**src/logic/vescp_pkg.sv**
```systemverilog
// Constants, encodings and states shared by the serial control port files.
// Function
// - First byte holds seven address bits then a direction bit, one meaning read.
// - Two slave addresses; address bit one follows the address select pin.
// - A start is data falling while clock is high; it is recognised.
// - After a start, eight bits are shifted in most significant bit first.
// - On an address match the device pulls data low in the ninth pulse.
// - On a mismatch the device releases the bus and waits for a start.
// - First byte is the device address, second byte the starting register index.
// - The register index increments after every data byte read or written, stopping at one past the last register.
// - A stop at any point sends the port straight back to idle; a start begins a new address byte.
// - An invalid register index gets no acknowledge and the port goes idle.
// - Reads past the last register keep returning the last register until no acknowledge.
// - Writes past the last register store nothing, get no acknowledge, go idle.
// - Every write first loads the write-only pointer; a read starts from it; other registers are read-write.
// - A two-bit field in register zero selects the output video standard.
// - A three-bit field in register zero selects the luma filter.
// - A three-bit field in register zero selects the chroma filter.
// - Six bits in register one power down the six converters individually.
// - The oversampling bit in register one enables four-times oversampling.
package vescp_pkg;

    localparam logic [7:0] STD_FILTER_OFFSET = 8'h00;
    localparam logic [7:0] DAC_CTRL_OFFSET = 8'h01;
    localparam logic [7:0] LAST_REG_INDEX = 8'h01;

    localparam logic [7:0] STD_FILTER_RESET = 8'h00;
    localparam logic [7:0] DAC_CTRL_RESET = 8'h00;
    localparam logic [7:0] POINTER_RESET = 8'h00;

    localparam int OUTPUT_STANDARD_LSB = 0;
    localparam int OUTPUT_STANDARD_MSB = 1;
    localparam int LUMA_FILTER_LSB = 2;
    localparam int LUMA_FILTER_MSB = 4;
    localparam int CHROMA_FILTER_LSB = 5;
    localparam int CHROMA_FILTER_MSB = 7;
    localparam int DAC_POWERDOWN_LSB = 0;
    localparam int DAC_POWERDOWN_MSB = 5;
    localparam int QUAD_OVERSAMPLE_BIT = 6;
    localparam int RESERVED_ZERO_BIT = 7;

    localparam logic [1:0] STANDARD_NTSC = 2'h0;
    localparam logic [1:0] STANDARD_PAL_BDGHI = 2'h1;
    localparam logic [1:0] STANDARD_PAL_M = 2'h2;
    localparam logic [1:0] STANDARD_PAL_N = 2'h3;

    localparam int ADDRESS_BIT_ONE_POS = 1;
    localparam logic [3:0] BITS_PER_BYTE = 4'h8;
    localparam logic [3:0] BIT_COUNT_ZERO = 4'h0;
    localparam logic [3:0] BIT_COUNT_ONE = 4'h1;
    localparam logic [7:0] POINTER_STEP = 8'h01;
    localparam logic SDA_DRIVE_LEVEL = 1'b0;

    typedef enum logic [8:0] {
        VESCP_IDLE = 9'h001,
        VESCP_ADDR = 9'h002,
        VESCP_ADDR_ACK = 9'h004,
        VESCP_PTR = 9'h008,
        VESCP_PTR_ACK = 9'h010,
        VESCP_WDATA = 9'h020,
        VESCP_WDATA_ACK = 9'h040,
        VESCP_RDATA = 9'h080,
        VESCP_RDATA_ACK = 9'h100
    } vescp_state_t;

endpackage : vescp_pkg

```
**src/logic/vescp_line_sync.sv**
```systemverilog
// Two-stage synchronisers for the bus pins and the strap, with edge and condition detection.
module vescp_line_sync
    import vescp_pkg::*;
(
    input wire logic clk,
    input wire logic sys_rst,
    input wire logic sclPin,
    input wire logic sdaPin,
    input wire logic strapPin,
    output logic sclRise,
    output logic sclFall,
    output logic sdaLevel,
    output logic strapLevel,
    output logic startDet,
    output logic stopDet
);

    logic [2:0] meta_reg;
    logic [2:0] meta_next;
    logic [2:0] sync_reg;
    logic [2:0] sync_next;
    logic [1:0] prev_reg;
    logic [1:0] prev_next;

    // Bit 2 is the clock line, bit 1 the data line, bit 0 the strap.
    always_comb begin
        meta_next = {sclPin, sdaPin, strapPin};
        sync_next = meta_reg;
        prev_next = sync_reg[2:1];
    end

    always_ff @(posedge clk) begin
        if (sys_rst) begin
            meta_reg <= 3'h7;
            sync_reg <= 3'h7;
            prev_reg <= 2'h3;
        end else begin
            meta_reg <= meta_next;
            sync_reg <= sync_next;
            prev_reg <= prev_next;
        end
    end

    assign sclRise = sync_reg[2] & ~prev_reg[1];
    assign sclFall = ~sync_reg[2] & prev_reg[1];
    assign sdaLevel = sync_reg[1];
    assign strapLevel = sync_reg[0];
    // Data changing while the clock stays high marks a start or a stop.
    assign startDet = sync_reg[2] & prev_reg[1] & prev_reg[0] & ~sync_reg[1];
    assign stopDet = sync_reg[2] & prev_reg[1] & ~prev_reg[0] & sync_reg[1];

endmodule : vescp_line_sync

```
**src/logic/vescp_serial_port.sv**
```systemverilog
// Two-wire serial control port slave holding the standard, filter and converter control registers.
module vescp_serial_port
    import vescp_pkg::*;
#(
    // Arbitrary base address; bit one is replaced by the address select pin.
    parameter logic [6:0] DEVICE_ADDRESS_BASE = 7'h54
)
(
    input wire logic clk,
    input wire logic sys_rst,
    input wire logic sclIn,
    input wire logic sdaIn,
    output logic sdaOut,
    output logic sdaOe,
    input wire logic addressSelectPin,
    output logic [1:0] outputStandard,
    output logic [2:0] lumaFilter,
    output logic [2:0] chromaFilter,
    output logic [5:0] dacPowerdown,
    output logic quadOversample,
    output logic busBusy
);

    logic sclRise;
    logic sclFall;
    logic sdaLevel;
    logic strapLevel;
    logic startDet;
    logic stopDet;

    vescp_state_t state_reg;
    vescp_state_t state_next;
    vescp_state_t after_reg;
    vescp_state_t after_next;
    logic [3:0] bitCount_reg;
    logic [3:0] bitCount_next;
    logic [7:0] rxShift_reg;
    logic [7:0] rxShift_next;
    logic [7:0] txShift_reg;
    logic [7:0] txShift_next;
    logic [7:0] pointer_reg;
    logic [7:0] pointer_next;
    logic [7:0] stdFilter_reg;
    logic [7:0] stdFilter_next;
    logic [7:0] dacCtrl_reg;
    logic [7:0] dacCtrl_next;
    logic sdaOe_reg;
    logic sdaOe_next;
    logic hostAck_reg;
    logic hostAck_next;
    logic [6:0] ownAddress;
    logic [7:0] rxByte;

    vescp_line_sync u_line_sync (
        .clk(clk),
        .sys_rst(sys_rst),
        .sclPin(sclIn),
        .sdaPin(sdaIn),
        .strapPin(addressSelectPin),
        .sclRise(sclRise),
        .sclFall(sclFall),
        .sdaLevel(sdaLevel),
        .strapLevel(strapLevel),
        .startDet(startDet),
        .stopDet(stopDet)
    );

    // An index names a register only when it lies within the implemented range.
    function automatic logic indexValid(input logic [7:0] index);
        indexValid = (index <= LAST_REG_INDEX);
    endfunction : indexValid

    // Reads beyond the last register return the last register again.
    function automatic logic [7:0] readRegister(input logic [7:0] index, input logic [7:0] reg0,
                                               input logic [7:0] reg1);
        if (index == STD_FILTER_OFFSET) begin
            readRegister = reg0;
        end else begin
            readRegister = reg1;
        end
    endfunction : readRegister

    always_comb begin
        ownAddress = DEVICE_ADDRESS_BASE;
        ownAddress[ADDRESS_BIT_ONE_POS] = strapLevel;
    end

    // The byte shifted in on earlier rising edges, not yet including a bit sampled on the current one.
    assign rxByte = rxShift_reg;

    always_comb begin
        state_next = state_reg;
        after_next = after_reg;
        bitCount_next = bitCount_reg;
        rxShift_next = rxShift_reg;
        txShift_next = txShift_reg;
        pointer_next = pointer_reg;
        stdFilter_next = stdFilter_reg;
        dacCtrl_next = dacCtrl_reg;
        sdaOe_next = sdaOe_reg;
        hostAck_next = hostAck_reg;

        if (startDet) begin
            // A start, expected or not, always begins a fresh address byte.
            state_next = VESCP_ADDR;
            bitCount_next = BIT_COUNT_ZERO;
            sdaOe_next = 1'b0;
        end else if (stopDet) begin
            state_next = VESCP_IDLE;
            sdaOe_next = 1'b0;
        end else begin
            unique case (state_reg)
                VESCP_IDLE: begin
                    sdaOe_next = 1'b0;
                end
                VESCP_ADDR, VESCP_PTR, VESCP_WDATA: begin
                    if (sclRise && bitCount_reg < BITS_PER_BYTE) begin
                        rxShift_next = {rxShift_reg[6:0], sdaLevel};
                        bitCount_next = bitCount_reg + BIT_COUNT_ONE;
                    end else if (sclFall && bitCount_reg == BITS_PER_BYTE) begin
                        unique case (state_reg)
                            VESCP_ADDR: begin
                                if (rxByte[7:1] == ownAddress) begin
                                    sdaOe_next = 1'b1;
                                    state_next = VESCP_ADDR_ACK;
                                    // A read continues from the pointer left by an earlier write.
                                    after_next = rxByte[0] ? VESCP_RDATA : VESCP_PTR;
                                end else begin
                                    state_next = VESCP_IDLE;
                                end
                            end
                            VESCP_PTR: begin
                                if (indexValid(rxByte)) begin
                                    pointer_next = rxByte;
                                    sdaOe_next = 1'b1;
                                    state_next = VESCP_PTR_ACK;
                                    after_next = VESCP_WDATA;
                                end else begin
                                    state_next = VESCP_IDLE;
                                end
                            end
                            default: begin
                                if (indexValid(pointer_reg)) begin
                                    if (pointer_reg == STD_FILTER_OFFSET) begin
                                        stdFilter_next = rxByte;
                                    end else begin
                                        dacCtrl_next = rxByte;
                                    end
                                    pointer_next = pointer_reg + POINTER_STEP;
                                    sdaOe_next = 1'b1;
                                    state_next = VESCP_WDATA_ACK;
                                    after_next = VESCP_WDATA;
                                end else begin
                                    state_next = VESCP_IDLE;
                                end
                            end
                        endcase
                    end
                end
                VESCP_ADDR_ACK, VESCP_PTR_ACK, VESCP_WDATA_ACK: begin
                    if (sclFall) begin
                        bitCount_next = BIT_COUNT_ZERO;
                        state_next = after_reg;
                        if (after_reg == VESCP_RDATA) begin
                            txShift_next = readRegister(pointer_reg, stdFilter_reg, dacCtrl_reg);
                            sdaOe_next = ~txShift_next[7];
                            if (indexValid(pointer_reg)) begin
                                pointer_next = pointer_reg + POINTER_STEP;
                            end
                        end else begin
                            sdaOe_next = 1'b0;
                        end
                    end
                end
                VESCP_RDATA: begin
                    if (sclRise && bitCount_reg < BITS_PER_BYTE) begin
                        bitCount_next = bitCount_reg + BIT_COUNT_ONE;
                    end else if (sclFall && bitCount_reg == BITS_PER_BYTE) begin
                        sdaOe_next = 1'b0;
                        hostAck_next = 1'b0;
                        state_next = VESCP_RDATA_ACK;
                    end else if (sclFall && bitCount_reg != BIT_COUNT_ZERO) begin
                        txShift_next = {txShift_reg[6:0], 1'b0};
                        sdaOe_next = ~txShift_reg[6];
                    end
                end
                VESCP_RDATA_ACK: begin
                    if (sclRise) begin
                        hostAck_next = ~sdaLevel;
                    end else if (sclFall) begin
                        if (hostAck_reg) begin
                            bitCount_next = BIT_COUNT_ZERO;
                            state_next = VESCP_RDATA;
                            txShift_next = readRegister(pointer_reg, stdFilter_reg, dacCtrl_reg);
                            sdaOe_next = ~txShift_next[7];
                            if (indexValid(pointer_reg)) begin
                                pointer_next = pointer_reg + POINTER_STEP;
                            end
                        end else begin
                            sdaOe_next = 1'b0;
                            state_next = VESCP_IDLE;
                        end
                    end
                end
                default: begin
                    state_next = VESCP_IDLE;
                    sdaOe_next = 1'b0;
                end
            endcase
        end
    end

    always_ff @(posedge clk) begin
        if (sys_rst) begin
            state_reg <= VESCP_IDLE;
            after_reg <= VESCP_IDLE;
            bitCount_reg <= BIT_COUNT_ZERO;
            rxShift_reg <= 8'h00;
            txShift_reg <= 8'h00;
            pointer_reg <= POINTER_RESET;
            stdFilter_reg <= STD_FILTER_RESET;
            dacCtrl_reg <= DAC_CTRL_RESET;
            sdaOe_reg <= 1'b0;
            hostAck_reg <= 1'b0;
        end else begin
            state_reg <= state_next;
            after_reg <= after_next;
            bitCount_reg <= bitCount_next;
            rxShift_reg <= rxShift_next;
            txShift_reg <= txShift_next;
            pointer_reg <= pointer_next;
            stdFilter_reg <= stdFilter_next;
            dacCtrl_reg <= dacCtrl_next;
            sdaOe_reg <= sdaOe_next;
            hostAck_reg <= hostAck_next;
        end
    end

    // The pin is open drain: it is only ever pulled low.
    assign sdaOut = SDA_DRIVE_LEVEL;
    assign sdaOe = sdaOe_reg;
    assign busBusy = (state_reg != VESCP_IDLE);

    assign outputStandard = stdFilter_reg[OUTPUT_STANDARD_MSB:OUTPUT_STANDARD_LSB];
    assign lumaFilter = stdFilter_reg[LUMA_FILTER_MSB:LUMA_FILTER_LSB];
    assign chromaFilter = stdFilter_reg[CHROMA_FILTER_MSB:CHROMA_FILTER_LSB];
    assign dacPowerdown = dacCtrl_reg[DAC_POWERDOWN_MSB:DAC_POWERDOWN_LSB];
    assign quadOversample = dacCtrl_reg[QUAD_OVERSAMPLE_BIT];

endmodule : vescp_serial_port

```
**config.mk**
```make
export PLATFORM = sky130hd
export DESIGN_NAME = vescp_serial_port
export DESIGN_NICKNAME = d
export VERILOG_FILES = /design/src/logic/vescp_pkg.sv /design/src/logic/vescp_line_sync.sv /design/src/logic/vescp_serial_port.sv
export SDC_FILE = /design/constraint.sdc
export NUM_CORES = 1
export LEC_CHECK = 0
export BUFFER_PORTS_ARGS = -buffer_cell sky130_fd_sc_hd__buf_2
export CAP_MARGIN = 0
export CORE_MARGIN = 1.5
export CORE_UTILIZATION = 62
export CTS_BUF_LIST = sky130_fd_sc_hd__clkbuf_2 sky130_fd_sc_hd__clkbuf_4 sky130_fd_sc_hd__clkbuf_8
export DETAILED_ROUTE_END_ITERATION = 12
export MAX_ROUTING_LAYER = met4
export PLACE_DENSITY = 0.88
export RECOVER_POWER = 100
export SLEW_MARGIN = 20
export SYNTH_ARGS = -nofsm -noshare
export SYNTH_HDL_FRONTEND = slang
export SYNTH_SLANG_ARGS = --single-unit
```
**constraint.sdc**
```tcl
create_clock -name clk -period 2.4 [get_ports clk]
set_clock_uncertainty 0.15 [all_clocks]
set_input_delay 0.24 -clock clk [delete_from_list [all_inputs] [get_ports clk]]
set_output_delay 0.24 -clock clk [all_outputs]
set_load 0.02 [all_outputs]
```
Word level (Yosys, flattened, before mapping)
Index checks and enable logic that the tools add are counted.
{"block": "op_classes", "n_addsub": 2, "n_mul": 0, "n_div": 0, "order_cmp": 3, "eq_ne": 41, "shifts": 0, "n_mux": 77, "n_bitwise": 20, "reduce_logical": 27}
{"operator": "8-bit two-way mux", "count": 23}
{"operator": "9-bit two-way mux", "count": 10}
{"operator": "7-bit two-way mux", "count": 9}
{"operator": "9-bit case mux with 5 select lines", "count": 1}
{"operator": "8-bit AND reduction", "count": 5}
{"operator": "9-bit case mux with 2 select lines", "count": 2}
{"operator": "4-bit inequality test, second input constant", "count": 8}
{"operator": "2-bit inequality test, second input constant", "count": 15}
{"operator": "8-bit case mux with 3 select lines", "count": 1}
{"operator": "7-bit case mux with 3 select lines", "count": 1}
{"operator": "4-bit two-way mux", "count": 5}
{"operator": "9-bit by 8-bit equality test with 1-bit output, second input constant", "count": 2}
{"operator": "8-bit by 1-bit less-or-equal comparator with 1-bit output, second input constant", "count": 2}
{"operator": "1-bit two-way mux", "count": 16}
{"operator": "8-bit case mux with 2 select lines", "count": 1}
{"operator": "1-bit inverter", "count": 13}
{"operator": "3-bit inequality test, second input constant", "count": 4}
{"operator": "4-bit case mux with 3 select lines", "count": 1}
{"operator": "12-bit AND reduction", "count": 1}
{"operator": "3-bit nonzero test", "count": 4}
{"operator": "11-bit AND reduction", "count": 1}
{"operator": "10-bit AND reduction", "count": 1}
{"operator": "9-bit by 1-bit equality test with 1-bit output, second input constant", "count": 1}
{"operator": "9-bit by 2-bit equality test with 1-bit output, second input constant", "count": 1}
{"operator": "29 further kinds", "count": 42}
{"block": "word_totals", "regBits": 71, "latchBits": 0, "ramBits": 0, "rom_bits": 0, "inputBits": 5, "out_inout_bits": 18, "wordCells": 184, "mem_count": 0}

Longest topological paths before layout
{"block": "logic_depth", "ltp_word": 13, "ltp_mapped": 9}

Modules after synthesis
Synthesis repeated with hierarchy kept, for this count alone.
{"block": "unflattened", "cells_unflattened": 392, "area_unflattened_um2": 3564.7}
{"mod": "vescp_serial_port", "n_inst": 1, "cells_per_inst": 372, "area_per_inst_um2": 3321.9}
{"mod": "vescp_line_sync", "n_inst": 1, "cells_per_inst": 20, "area_per_inst_um2": 242.7}

Least setup slack after synthesis
OpenSTA, ideal clock, no wires.
{"block": "synth_path", "path_type": "flip-flop to flip-flop", "start": "reg state_reg[4]", "end": "reg txShift_reg[3]", "arrival_ns": 1.900, "t_required_ns": 2.182, "setup_slack_ns": 0.282, "path_stages_with_launch": 9, "n_path_buf": 2, "cell_sequence": "dfxtp_1 nor4_2 buf_4 a21o_1 o221ai_2 a211o_1 buf_6 a211o_1 a21oi_2"}
{"block": "synth_between", "elab_chain_cells": 4}
{"item": "start: declaration", "line_no": "vescp_serial_port.sv:31", "text": "vescp_state_t state_reg;"}
{"item": "start signal: assignment", "line_no": "vescp_serial_port.sv:226", "text": "state_reg <= state_next;"}
{"item": "9-bit by 3-bit equality test with 1-bit output (tied with other cells)", "line_no": "vescp_serial_port.sv:112", "text": "unique case (state_reg)"}
{"item": "3-bit OR reduction", "line_no": "vescp_serial_port.sv:112"}
{"item": "2-bit inequality test (no line) / 3-bit nonzero test (equally long branches)"}
{"item": "11-bit AND reduction (no line)"}
{"item": "end signal: assignment", "line_no": "vescp_serial_port.sv:230", "text": "txShift_reg <= txShift_next;"}
{"item": "end: declaration", "line_no": "vescp_serial_port.sv:39", "text": "logic [7:0] txShift_reg;"}
Parallel ways exist; a longest one is shown, timed or not.
A chain may end at the register's enable or synchronous reset.

Final worst setup path
{"block": "layout_path", "start": "reg after_reg[0]", "end": "reg txShift_reg[6]"}
{"block": "layout_between", "elab_chain_cells": 3}
{"item": "start: declaration", "line_no": "vescp_serial_port.sv:33", "text": "vescp_state_t after_reg;"}
{"item": "start signal: assignment", "line_no": "vescp_serial_port.sv:227", "text": "after_reg <= after_next;"}
{"item": "9-bit by 8-bit equality test with 1-bit output", "line_no": "vescp_serial_port.sv:164", "text": "if (after_reg == VESCP_RDATA) begin"}
{"item": "2-bit inequality test (no line)"}
{"item": "11-bit AND reduction (no line)"}
Every way passes these cells.

==> results.toml <==
[timing]
drv_slew = 0
min_period_over_period_pct = 96.9
finalSetupTns_ns = 0
clock.fmax_ghz = 0.430
finalSetupViolations = 0
worst_slack_ns = 0.0751
finalHoldViolCount = 0
slew_headroom_pct = 51.7
tightest_slew_ns = 0.719
hold_ws_ns = 0.120
rsz0062_at_grt = "true"
min_period_ns = 2.32

[critical_path]
path_class = "flip-flop to flip-flop"
cp_data_arrival_time_ns = 2.45
r2r_slack_ns = 0.08
cp.required_ns = 2.53
critPathMaxFanout = 12
cp-end-kind = "flip-flop"
ff2ff_path_depth = 7
reg2reg_from = "after_reg[0]"
rr_endpoint = "txShift_reg[6]"
start_kind = "flip-flop"

[min_path]
worstHoldStart = "sys_rst"
min_path_type = "input pin to flip-flop"
holdPathStages = 2
hold_end = "stdFilter_reg[4]"

[cells_and_area]
nFillCells = 388
final_util_pct = 74.6
drive_gt1_share_pct = 17.5
instances_no_fill = 492
area_growth_pct = 14.5
antenna_cells = 0
multiInputGateArea_sq_um = 1870
fin_area_sq_um = 3830
layout.nets = 427
ff_latch_area_sq_um = 1320
largest_reg_flops = 9

[synth]
post_synth_inst_count = 383
synth_fp_nets = 393
synth.area.top_cells = "dfxtp_1 (39%), mux2i_1 (10%), nor2_1 (5.5%)"
synth-edff-count = 0
synth_area_sq_um = 3350
synth-seq-cells = 66
yosys_warnings = 0
seq_area_frac_synth_pct = 39.5
async_reset_ff_share_pct = 0
yosys.area.top_type = "dfxtp_1"
avgSynthCellArea_sq_um = 8.74
synth_top_area_share_pct = 39.5
ys.flop_type = "dfxtp_1"
synth_cell_types = 56

[clocking]
path_clk_slew_ns = 0.08
cts_buffer_depth = 2
tritoncts = "done"
clk_latency_ns = 0.36
cts_sinks = 66
cts_max_level = 3
cts_made_buffers = 9
cts_root_buf = "clkbuf_8"

[place]
post_dp_cell_area_sq_um = 3570
placed_cells = 472
hpwlAfterDp_um = 5930
io_buffers = 21
place_congestion = 0.950
pre_cts_ws_ns = 0.0788

[global_route]
globalRouteMet2Util_pct = 48.4
grt.overflow.total = 0
grt_max_degree = 26
grt-busiest-layer = "met2"
grt.total_usage_pct = 30.6
antenna_found_initial = 0
grt_use_met1_pct = 38.1
met3_usage_pct = 6.35
grt_pass1_vias = 2786
grt_pass1_wl_um = 13500

[die]
die_w_um = 76.5
core_region_area_sq_um = 5140
dieHeight_um = 76.5
pin_count = 23
rows = 26
floorplan.initialDensity_pct = 65.1
die_area_sq_um = 5850

[detailed_routing]
dr.pass1.iters = 5
vias = 3000
via_per_inst = 6.10
ant_nets = 0
routed_wl_um = 8350
remaining_drc_errors = 0
drt-wirelength-per-cell_um = 17.0
first_iter_violations = 359

[run_status]
status = "completed"

[power_and_ir_drop]
vdd_drop_max_mv = 0.515
leakagePower_nw = 1.42
power-per-cell-area_nw_per_um2 = 592
power_mw = 2.27

[flow_run]
timing.max_cap.violations = 0
[placed cells by master, fill, tap and decap left out, types with 4 or more instances in the layout]
master	count
o21ai_0	12
nor3b_1	5
clkbuf_8	11
a21oi_1	22
a21oi_2	4
dfxtp_1	64
a211oi_1	4
and3_1	5
nand2b_1	6
inv_1	12
buf_2	5
nand3_1	21
mux2i_1	34
nor2_1	48
ha_1	5
and2_1	5
or2_2	8
nor2b_1	6
a211o_1	7
buf_4	24
nand4_1	5
clkbuf_1	16
nand2_1	28
[synth_stat cells, types with 6 or more instances]
master	count
mux2i_1	34
o21ai_0	12
clkbuf_1	10
nand2_1	28
nand3_1	21
dfxtp_1	66
a211o_1	7
buf_4	9
inv_1	12
or2_2	8
nor2b_1	6
nor2_1	49
nand2b_1	6
a21oi_1	23
[worst max path at each step]
| stage | startpoint | end | slack [ns] | cells after the start |
|---|---|---|---|---|
| 2_1_floorplan | state_reg[4] | txShift_reg[3] | 0.28 | 8 |
| 3_3_place_gp | state_reg[2] | stdFilter_reg[3] | 0.12 | 7 |
| 3_5_place_dp | state_reg[0] | stdFilter_reg[3] | 0.08 | 7 |
| 4_1_cts | state_reg[4] | txShift_reg[6] | 0.03 | 8 |
| 5_1_grt | state_reg[0] | txShift_reg[2] | 0.0003 | 7 |
| 6_report | after_reg[0] | txShift_reg[6] | 0.08 | 7 |
[critical path, cell delays in order, from the launching register on]
cell      delay, ns
dfxtp_1        0.32
or4b_1         0.59
nand3_1        0.15
o221ai_2       0.09
a211o_1        0.35
buf_4          0.19
a211o_1        0.24
a21oi_1        0.17
[where the power goes]
| part | total, mW | leakage, nW | internal [mW] | switching (mW) |
|---|---|---|---|---|
| registers | 1.12 | 0.534 | 1.10 | 0.0139 |
| logic | 0.161 | 0.782 | 0.0638 | 0.0969 |
| clock network | 0.990 | 0.106 | 0.540 | 0.450 |
| total | 2.27 | 1.42 | 1.71 | 0.561 |
[timing repair]
item,4_1_cts,5_1_grt
hold buffers,3,0
endpoints found under the setup margin,0,28
gates resized for setup,0,8
endpoints found under the hold margin,3,0
setup buffers,0,1
[cells by family after synthesis]
family                   after synthesis  synth area share, %
adder cells (fa/ha/maj)                5                 1.87
AND/OR/NAND/NOR                      160                 26.1
XOR/XNOR                               4                 1.05
multiplexers                          34                 10.2
AO/OA/AOI/OAI                         76                 15.7
other                                  1                0.112
buffers and inverters                 37                 5.53
flip-flops                            66                 39.5
[final cells by class]
| class | count | share of cell area [%] |
|---|---|---|
| clock buffer | 11 | 3.95 |
| multi-input combinational | 280 | 48.8 |
| timing repair buffer | 48 | 7.70 |
| tap | 70 | 2.28 |
| inverter | 12 | 1.17 |
| clock inverter | 5 | 1.57 |
| sequential | 66 | 34.5 |
[per-layer routing]
| layer | part of all wire (%) | up-vias | wire length, um |
|---|---|---|---|
| li1 | - | 1424 | - |
| met4 | 2.6 | 0 | 216 |
| met3 | 6.0 | 20 | 503 |
| met1 | 44 | 1445 | 3640 |
| met2 | 48 | 111 | 3990 |
| met5 | 0 | - | 0 |
No activity file was read; power rests on OpenSTA's default activity.
